==> config.mk <==
export PLATFORM = sky130hd
export DESIGN_NAME = crr_result_regs
export DESIGN_NICKNAME = d
export VERILOG_FILES = /design/src/hdl/crr_pkg.sv /design/src/hdl/crr_channel.sv /design/src/hdl/crr_result_regs.sv
export SDC_FILE = /design/constraint.sdc
export NUM_CORES = 1
export LEC_CHECK = 0
export BUFFER_PORTS_ARGS = -buffer_cell sky130_fd_sc_hd__buf_2
export CORE_MARGIN = 5
export CORE_UTILIZATION = 45
export DETAILED_ROUTE_END_ITERATION = 7
export PLACE_DENSITY = 0.7
export SLEW_MARGIN = 0
export SYNTH_ARGS = -nofsm -noshare
export SYNTH_HDL_FRONTEND = slang
export SYNTH_SLANG_ARGS = --single-unit
==> constraint.sdc <==
create_clock -name clk -period 1.3 [get_ports clk]
set_clock_uncertainty 0.15 [all_clocks]
set_input_delay 0.26 -clock clk [delete_from_list [all_inputs] [get_ports clk]]
set_output_delay 0.26 -clock clk [all_outputs]
set_load 0.1 [all_outputs]
==> src/hdl/crr_pkg.sv <==
// package for the conversion result register bank
// assumes a 16-bit register port with word-indexed addresses
package crr_pkg;
  localparam int NumCh = 4;
  localparam int AddrW = 8;
  localparam int DataW = 16;
  localparam int ResW = 28;
  localparam int HighResW = 12;
  // register indices: channel n high at 2n, low at 2n+1
  localparam logic [7:0] ch0_result_high = 8'h00;
  localparam logic [7:0] ch0_result_low = 8'h01;
  localparam logic [7:0] ch1_result_high = 8'h02;
  localparam logic [7:0] ch1_result_low = 8'h03;
  localparam logic [7:0] ch2_result_high = 8'h04;
  localparam logic [7:0] ch2_result_low = 8'h05;
  localparam logic [7:0] ch3_result_high = 8'h06;
  localparam logic [7:0] ch3_result_low = 8'h07;
  localparam logic [7:0] LastResultIdx = 8'h07;
  // high register field positions
  localparam int UnderRangeBit = 15;
  localparam int OverRangeBit = 14;
  localparam int WatchdogBit = 13;
  localparam int AmplitudeBit = 12;
  localparam logic [15:0] ResultReset = 16'h0000;
  localparam logic [15:0] UnmappedValue = 16'h0000;

  typedef struct packed {
    logic underRange;
    logic overRange;
    logic watchdog;
    logic amplitude;
  } crr_err_t;

  typedef struct packed {
    logic valid;
    logic [27:0] data;
    crr_err_t err;
  } crr_conv_t;
endpackage

==> src/hdl/crr_channel.sv <==
// one channel: latest result, sticky error flags, low-word snapshot
// assumes conversion results arrive as one-cycle pulses on clk
module crr_channel (
  input wire logic clk,                    // 40 MHz clock
  input wire logic resetn,                 // async reset, active low
  input crr_pkg::crr_conv_t conv,          // new conversion from the core
  input wire logic readHigh,               // high register read pulse
  output logic [15:0] highWord,            // high register image
  output logic [15:0] lowWord              // low register image
);
  logic [27:0] result_r;
  logic [15:0] lowHeld_r;
  crr_pkg::crr_err_t err_r;

  always_ff @(posedge clk or negedge resetn) begin
    if (!resetn) begin
      result_r <= 28'h0000000;
    end else if (conv.valid) begin
      result_r <= conv.data;
    end
  end

  // set beats the read clear so a flag arriving during the read survives
  always_ff @(posedge clk or negedge resetn) begin
    if (!resetn) begin
      err_r <= '0;
    end else begin
      err_r.underRange <= (err_r.underRange & ~readHigh) | (conv.valid & conv.err.underRange); // RULE_01
      err_r.overRange <= (err_r.overRange & ~readHigh) | (conv.valid & conv.err.overRange); // RULE_02
      err_r.watchdog <= (err_r.watchdog & ~readHigh) | (conv.valid & conv.err.watchdog); // RULE_03
      err_r.amplitude <= (err_r.amplitude & ~readHigh) | (conv.valid & conv.err.amplitude); // RULE_04
    end
  end

  // low half frozen at the high read so a later conversion cannot tear the pair
  always_ff @(posedge clk or negedge resetn) begin
    if (!resetn) begin
      lowHeld_r <= crr_pkg::ResultReset;
    end else if (readHigh) begin
      lowHeld_r <= result_r[15:0]; // RULE_10
    end
  end

  // flag positions come from the package so the layout is defined in one place
  always_comb begin
    highWord = {4'h0, result_r[27:16]}; // RULE_05
    highWord[crr_pkg::UnderRangeBit] = err_r.underRange; // RULE_01
    highWord[crr_pkg::OverRangeBit] = err_r.overRange; // RULE_02
    highWord[crr_pkg::WatchdogBit] = err_r.watchdog; // RULE_03
    highWord[crr_pkg::AmplitudeBit] = err_r.amplitude; // RULE_04
  end
  assign lowWord = lowHeld_r; // RULE_06
endmodule

==> src/hdl/crr_result_regs.sv <==
// Function
// RULE_01: bit 15 under-range flag, cleared on read
// RULE_02: bit 14 over-range flag, cleared on read
// RULE_03: bit 13 watchdog flag, cleared on read
// RULE_04: bit 12 amplitude flag, cleared on read
// RULE_05: high bits 11:0 carry result 27:16
// RULE_06: low register carries result 15:0
// RULE_07: host reads high before low
// RULE_08: channel 2 low read after high
// RULE_09: channel 0 high at index 0x00
// RULE_10: high read snapshots matching low word
//
// read-only result register bank for four converter channels
// assumes the core pulses conv[n].valid with a finished conversion
module crr_result_regs #(
  parameter int NumCh = crr_pkg::NumCh
) (
  input wire logic clk,                              // 40 MHz clock
  input wire logic resetn,                           // async reset, active low
  input crr_pkg::crr_conv_t conv [NumCh],            // per-channel results
  input wire logic [7:0] regAddr,                    // register index
  input wire logic [15:0] regWdata,                  // write data, ignored
  input wire logic regWrite,                         // write strobe, ignored
  input wire logic regRead,                          // read strobe
  output logic [15:0] regRdata                       // read data, next cycle
);

  // what one register index selects
  typedef enum logic [1:0] {
    SelNone = 2'b00,
    SelHigh = 2'b01,
    SelLow = 2'b10
  } crr_sel_kind_t;

  // a decoded index: the kind of register and the channel it belongs to
  typedef struct packed {
    crr_sel_kind_t kind;
    logic [7:0] chan;
  } crr_sel_t;

  // offsets live in the package; a bank wider than this table has no indices
  localparam logic [7:0] HighIdx [crr_pkg::NumCh] = '{
    crr_pkg::ch0_result_high,
    crr_pkg::ch1_result_high,
    crr_pkg::ch2_result_high,
    crr_pkg::ch3_result_high
  };

  localparam logic [7:0] LowIdx [crr_pkg::NumCh] = '{
    crr_pkg::ch0_result_low,
    crr_pkg::ch1_result_low,
    crr_pkg::ch2_result_low,
    crr_pkg::ch3_result_low
  };

  logic [15:0] highWord [NumCh];
  logic [15:0] lowWord [NumCh];
  logic [NumCh-1:0] readHigh;
  crr_sel_t sel;
  logic [15:0] rdata_nxt;
  logic [15:0] rdata_r;

  // true when index a names the high register of channel ch
  function automatic logic isHighOf(input logic [7:0] a, input int ch);
    return a == HighIdx[ch];
  endfunction

  // true when index a names the low register of channel ch
  function automatic logic isLowOf(input logic [7:0] a, input int ch);
    return a == LowIdx[ch];
  endfunction

  // one decoder for the clear strobes and the read mux, so both agree
  function automatic crr_sel_t decodeSel(input logic [7:0] a);
    crr_sel_t s;
    s.kind = SelNone;
    s.chan = 8'h00;
    for (int i = 0; i < NumCh; i++) begin
      if (isHighOf(a, i)) begin
        s.kind = SelHigh;
        s.chan = 8'(i);
      end else if (isLowOf(a, i)) begin
        s.kind = SelLow;
        s.chan = 8'(i);
      end
    end
    return s;
  endfunction

  // true when a decoded index picks register kind k of channel ch
  function automatic logic picks(input crr_sel_t s, input crr_sel_kind_t k, input int ch);
    return s.kind == k && s.chan == 8'(ch);
  endfunction

  assign sel = decodeSel(regAddr);

  genvar g;
  generate
    for (g = 0; g < NumCh; g++) begin : gCh
      // only a read strobe clears; an index standing alone has no side effect
      assign readHigh[g] = regRead & picks(sel, SelHigh, g); // RULE_09

      crr_channel uChan (
        .clk(clk),
        .resetn(resetn),
        .conv(conv[g]),
        .readHigh(readHigh[g]),
        .highWord(highWord[g]),
        .lowWord(lowWord[g])
      );
    end
  endgenerate

  // reads of the high word before the low are the host's job; the
  // snapshot only guarantees coherence when that order is kept
  always_comb begin
    rdata_nxt = crr_pkg::UnmappedValue;
    for (int i = 0; i < NumCh; i++) begin
      if (picks(sel, SelHigh, i)) begin
        rdata_nxt = highWord[i];
      end else if (picks(sel, SelLow, i)) begin
        rdata_nxt = lowWord[i]; // RULE_07 RULE_08
      end
    end
  end

  // flags are cleared on the same edge the read data is captured
  always_ff @(posedge clk or negedge resetn) begin
    if (!resetn) begin
      rdata_r <= crr_pkg::ResultReset;
    end else if (regRead) begin
      rdata_r <= rdata_nxt;
    end else begin
      rdata_r <= crr_pkg::ResultReset;
    end
  end

  assign regRdata = rdata_r;
endmodule

==> results.tsv, run 1 <==
stage	metric	value	unit
status	status	finished with violations	
status	violations	negative setup slack	
critical_path	cp_slowest_cell	dfrtp_1	
critical_path	worstSetupEndpointType	primary output	
placement	post-place-ws	-615.9	ps
worst_hold_path	hold_class	in2async	
layout	area_delta_synth_final	51.27	%
routing	drtIter0Drc	397	
layout	num-nets-final	1063	
clock_network	tritoncts	yes	
power	p_leak	6.110	nW
timing	fin_ws	-234.3	ps
synthesis	synthAdderAreaFrac	0	
placement	place_area	10590	um2
die	die_y	149.8	um
routing	firstDrtPassIters	4	
die	dieArea	22430	um2
critical_path	path_cells	buf_12	
power	power	16.28	mW
synthesis	yosysSeqAreaShare	0.5920	
timing	period_needed	1534	ps
synthesis	synth-simple-area-share	0.01594	
timing	slew_headroom	0.7395	
routing	wl_per_cell	21.11	um
global_routing	grt_first_pass_wirelength	38830	um
synthesis	synth_top_family_by_area	multiplexers	
global_routing	grt_usage	0.2240	
job	maxCapViolations	0	
power	ir_drop	1073	uV
critical_path	crit_path_max_fanout	1	
synthesis	yosysWarnings	0	
clock_network	htreeDepth	1	
critical_path	arrival	1120	ps
timing	tightest_slew	389.8	ps
routing	drc	0	
synthesis	synth_cell_type_count	29	
timing	post-route-period-util	1.180	
layout	finalInstanceArea	13300	um2
critical_path	required	890	ps
timing	setup_viol	64	
critical_path	start_kind	register	
power	power_density	1224	nW/um2
layout	nFillCells	1259	
die	ios	176	
clock_network	root_buffer	clkbuf_16	
timing	hold_violations	0	
critical_path	crit_buf_inv	1	
synthesis	synth_mux_area_frac	0.2714	
global_routing	grt_start_max_net_pins	45	
global_routing	grt_pass1_vias	6992	
timing	fmaxAchievable	651.8	MHz
synthesis	syn_avg_cell_area	15.26	um2
synthesis	yosys.area_share.xor_xnor	0	
clock_network	cts_num_sinks	208	
clock_network	clock_latency	510	ps
layout	multi_input_area	3785	um2
global_routing	grt_overflow	0	
synthesis	synth_seq_cells	208	
clock_network	clockBufferDepth	3	
timing	slew_violations	0	
die	rows	51	
timing	grt_setup_unrepaired	true	
die	die_w	149.8	um
synthesis	netlist_instances	576	
layout	drive_above_1_share	0.5413	
synthesis	syn_area	8792	um2
synthesis	syn_nets	736	
die	start_util	0.4547	
die	core-area	19330	um2
layout	layout.cells.non_filler	1188	
critical_path	slowest_delay	420	ps
routing	ant_nets	0	
critical_path	path_class	reg2out	
layout	ff_latch_area	5205	um2
placement	gp_congestion	0.7974	
routing	wl	25080	um
routing	drt-vias-per-instance	5.258	
placement	dp.cells	1003	
timing	setup_tns	-4783	ps
placement	place_hpwl	16580	um
timing	holdWs	62.47	ps
critical_path	cp_top_family	flip-flops	
clock_network	cts_buffers	24	
routing	vias	6247	
clock_network	clk_pin_slew	60	ps
placement	port_buffers	158	
layout	final_util	0.6879	
global_routing	antenna_found_initial	4	
synthesis	synth-compound-area-share	0.09093	
## sequential cells by signal (all words and copies together), names as in the netlist
register            cells
regRdata               16
gCh.uChan.result_r    112
gCh.uChan.lowWord      64
gCh.uChan.highWord     16
## cells in the mapped netlist
library cell    n  share of area
a21o_1         17          0.015
a221oi_1       17          0.017
a22o_1         16          0.016
a22oi_1        16          0.014
a2bb2oi_1      15          0.015
a32oi_1        15          0.015
and2_1          1        0.00071
and2_4          1         0.0010
and3_1          1        0.00071
and4b_1         2         0.0023
buf_1          10         0.0043
buf_12          2         0.0046
buf_2          18          0.010
buf_4           2         0.0017
buf_6           3         0.0038
clkbuf_1       11         0.0047
dfrtp_1       208           0.59
inv_1           1        0.00043
mux2_2        171           0.22
mux2_4         20          0.034
mux2i_1        16          0.018
nand2_1         1        0.00043
nand3_1         1        0.00057
nand4b_1        3         0.0030
nor2_1          2        0.00085
nor2b_1         3         0.0021
nor3b_1         1        0.00085
nor4_4          1         0.0024
or3b_2          1         0.0010
## timing repair
| item | 4_1_cts | 5_1_grt |
|---|---|---|
| pin swaps | 4 | 13 |
| hold buffers | 129 | 0 |
| buffers inserted | 3 | 5 |
| gates resized for setup | 48 | 29 |
| gates cloned | 2 | 3 |
| endpoints found under the hold margin | 336 | 0 |
| setup endpoints to repair | 60 | 95 |
## routing by layer
layer / share of wire / track usage
met2: 0.50 / 0.3882
met3: 0.053 / 0.03937
met4: 0.034 / 0.07274
met5: 0.00052 / 0
met1: 0.41 / 0.2864
## worst paths after layout
check | startpoint | end | slack, ps | depth (start not counted)
max reg2reg | gCh[0].uChan.highWord[14] | regRdata[14] | -30 | 3
min | resetn | gCh[2].uChan.lowWord[9] | 60 | 2
max | regRdata[14] | regRdata[14] | -230 | 1
min in group clk | conv[32] | gCh[3].uChan.highWord[14] | 60 | 3
min reg2reg | gCh[0].uChan.result_r[14] | gCh[0].uChan.result_r[14] | 350 | 1
max in group asynchronous | resetn | gCh[3].uChan.result_r[8] | 410 | 3
## layout by cell type, fill, tap and decap left out, types with 17 or more instances in the layout
| cell | synthesis | final |
|---|---|---|
| mux2_2 | 171 | 152 |
| clkbuf_16 | 0 | 28 |
| dfrtp_1 | 208 | 208 |
| a21o_1 | 17 | 17 |
| buf_4 | 2 | 31 |
| dlygate4sd3_1 | 0 | 129 |
| mux2_4 | 20 | 39 |
| buf_2 | 18 | 139 |
| buf_12 | 2 | 38 |
## logic make-up (layout without fill, tap and decap cells)
| family | after synthesis | count (layout) |
|---|---|---|
| DFF | 208 | 208 |
| muxes | 207 | 207 |
| AOI/OAI and AO/OA | 96 | 96 |
| buffers and inverters | 47 | 391 |
| and+or+nand+nor | 18 | 18 |
| other | 0 | 3 |
## cell type report
type / instances / area share
Inverter: 1 / 0.0002822
Timing Repair Buffer: 347 / 0.2358
Sequential cell: 208 / 0.3913
Tap cell: 265 / 0.02493
Antenna cell: 3 / 0.0005644
Clock inverter: 7 / 0.008561
Clock buffer: 36 / 0.05390
Multi-Input combinational cell: 321 / 0.2846
## where the power goes
group	total [mW]	internal (mW)	switching [mW]
sequential	7.25	6.94	0.316
clock	6.95	4.39	2.56
combinational	2.08	1.22	0.853
No activity file was read; power rests on OpenSTA's default activity.
==> inputs of run 2 (changes only) <==
- CELL_PAD_IN_SITES_DETAIL_PLACEMENT: default -> 1
- CELL_PAD_IN_SITES_GLOBAL_PLACEMENT: default -> 1
- CORE_UTILIZATION: 45 -> 41
- PLACE_DENSITY: 0.7 -> default
- PLACE_DENSITY_LB_ADDON: default -> 0.1
==> results.tsv, run 2 (synthesis results as in run 1) <==
stage	metric	value	unit	change
timing	slew_headroom	0.7356		was 0.7395
critical_path	start_kind	register		unchanged
layout	ff_latch_area	5205	um2	unchanged
layout	drive_above_1_share	0.5462		was 0.5413
clock_network	tritoncts	yes		unchanged
power	clkPwrFrac	0.413		was 0.427
routing	firstDrtPassIters	4		unchanged
die	die_y	156.4	um	was 149.8 um
die	ios	176		unchanged
timing	tightest_slew	396.7	ps	was 389.8 ps
power	switching_share	0.2387		was 0.2288
status	violations	negative setup slack		unchanged
layout	finalInstanceArea	13410	um2	was 13300 um2
placement	port_buffers	158		unchanged
clock_network	cts_buffers	23		was 24
die	rows	53		was 51
power	p_leak	6.163	nW	was 6.110 nW
routing	wl_per_cell	23.16	um	was 21.11 um
critical_path	crit_path_max_fanout	1		unchanged
critical_path	arrival	1140	ps	was 1120 ps
critical_path	cp_top_family	flip-flops		unchanged
critical_path	cp_slowest_cell	dfrtp_1		unchanged
timing	setup_viol	81		was 64
power	power.net_switching	3.844	mW	was 3.724 mW
power	p_int	12.26	mW	was 12.55 mW
clock_network	htreeDepth	1		unchanged
clock_network	root_buffer	clkbuf_16		unchanged
power	p_seq_frac	0.450		was 0.446
routing	vias	6295		was 6247
timing	fmaxAchievable	646.4	MHz	was 651.8 MHz
die	core-area	21090	um2	was 19330 um2
global_routing	grt_usage	0.2282		was 0.2240
global_routing	grt_first_pass_wirelength	43150	um	was 38830 um
status	status	finished with violations		unchanged
placement	gp_congestion	0.8040		was 0.7974
global_routing	grt_pass1_vias	7442		was 6992
critical_path	worstSetupEndpointType	primary output		unchanged
global_routing	grt_start_max_net_pins	46		was 45
critical_path	reg2reg_slack	-110	ps	was -30 ps
power	ir_drop	787.5	uV	was 1073 uV
layout	final_common_cell	dfrtp_1		unchanged
critical_path	path_class	reg2out		unchanged
die	dieArea	24470	um2	was 22430 um2
critical_path	ff2ff_path_depth	3		unchanged
routing	drtIter0Drc	260		was 397
clock_network	clock_latency	510	ps	about the same
placement	place_hpwl	17780	um	was 16580 um
layout	num-nets-final	1073		was 1063
power	power_density	1201	nW/um2	was 1224 nW/um2
critical_path	crit_buf_inv	1		unchanged
timing	hold_violations	0		unchanged
layout	area_delta_synth_final	52.50	%	was 51.27%
routing	wl	27940	um	was 25080 um
clock_network	clockBufferDepth	3		unchanged
clock_network	cts_num_sinks	208		unchanged
routing	drc	0		unchanged
timing	fin_ws	-247.0	ps	was -234.3 ps
critical_path	r2r_end	regRdata[14]		unchanged
layout	final_util	0.6358		was 0.6879
die	start_util	0.4169		was 0.4547
die	die_w	156.4	um	was 149.8 um
timing	slew_violations	0		unchanged
critical_path	required	890	ps	about the same
timing	grt_setup_unrepaired	true		unchanged
critical_path	slowest_delay	430	ps	was 420 ps
layout	multi_input_area	3857	um2	was 3785 um2
timing	period_needed	1547	ps	was 1534 ps
global_routing	antenna_found_initial	1		was 4
layout	nFillCells	1969		was 1259
global_routing	grt_overflow	0		unchanged
routing	drt-vias-per-instance	5.220		was 5.258
layout	largest_reg_flops	112		unchanged
job	maxCapViolations	0		unchanged
routing	ant_nets	0		unchanged
critical_path	path_cells	buf_12		unchanged
worst_hold_path	hold_class	in2async		unchanged
layout	top_register	gCh.uChan.result_r		unchanged
placement	place_area	10670	um2	was 10590 um2
critical_path	path_depth	1		unchanged
clock_network	clk_pin_slew	60	ps	about the same
timing	post-route-period-util	1.190		was 1.180
power	combinationalPowerShare	0.137		was 0.128
critical_path	r2r_start	gCh[0].uChan.highWord[14]		unchanged
layout	mostFrequentLayoutCells	dfrtp_1, mux2_2, buf_2		unchanged
run 2: cell count changes in the layout (fill, tap and decap cells not counted), moves of 3 or more:
cell	delta
a22oi_1	+3
a22oi_2	-3
a2bb2oi_1	+4
a2bb2oi_2	-8
a2bb2oi_4	+4
buf_4	+14
buf_6	-3
clkbuf_1	-3
clkinv_2	+3
run 2: cell type report:
cell class,count,area share
clock inverters,9,0.007372
diodes,1,0.0001866
inverters,1,0.0002800
multi-input cells,321,0.2877
clock buffers,33,0.05095
repair buffers,358,0.2396
well taps,275,0.02566
flip-flops and latches,208,0.3882
run 2: how the worst max path moves through the flow:
stage | slack (ps) | to | start
after floorplan | -390 | gCh[2].uChan.lowWord[10] | regAddr[6]
after global placement | -570 | gCh[3].uChan.lowWord[7] | regAddr[6]
after detailed placement | -600 | gCh[2].uChan.lowWord[0] | regAddr[6]
after CTS | -260 | regRdata[10] | regRdata[10]
after global routing | -260 | regRdata[9] | regRdata[9]
final | -250 | regRdata[9] | regRdata[9]
run 2: power by group through the flow:
stage / clock network [mW] / logic [mW] / registers (mW)
detailed placement: 0 / 1.66 / 7.34
global route: 7.06 / 2.36 / 7.30
finish: 6.65 / 2.20 / 7.25
CTS: 6.77 / 2.11 / 7.24
global placement: 0 / 1.60 / 7.31
floorplan: 0 / 0.890 / 7.22
run 2: per-stage QoR:
| step | power (mW) | TNS, ps | hold slack, ps | worst slack, ps | std cells |
|---|---|---|---|---|---|
| after global placement | 8.917 | -43390 | 11.04 | -567.9 | 1023 |
| after global routing | 16.72 | -6796 | 65.61 | -260.2 | 1206 |
| after CTS | 16.12 | -3883 | 45.21 | -261.4 | 1202 |
| after floorplan | 8.110 | -19990 | -185.6 | -390.7 | 576 |
| final | 16.11 | -5230 | 57.43 | -247.0 | 1206 |
| after detailed placement | 8.998 | -44350 | 7.323 | -601.6 | 1023 |
run 2: what timing repair did:
action	in CTS	in global routing
hold buffers	129	0
pin swaps	15	8
endpoints found under the hold margin	336	0
cloned	2	1
setup endpoints to repair	61	95
buffers inserted	6	2
gates resized for setup	59	29
run 2: routing by layer:
layer | track usage | vias to the layer above | wire length (um)
met4 | 0.07066 | 0 | 705
li1 | - | 2845 | -
met1 | 0.2735 | 3243 | 11010
met2 | 0.4229 | 162 | 15230
met5 | 0 | - | 0
met3 | 0.03236 | 45 | 990
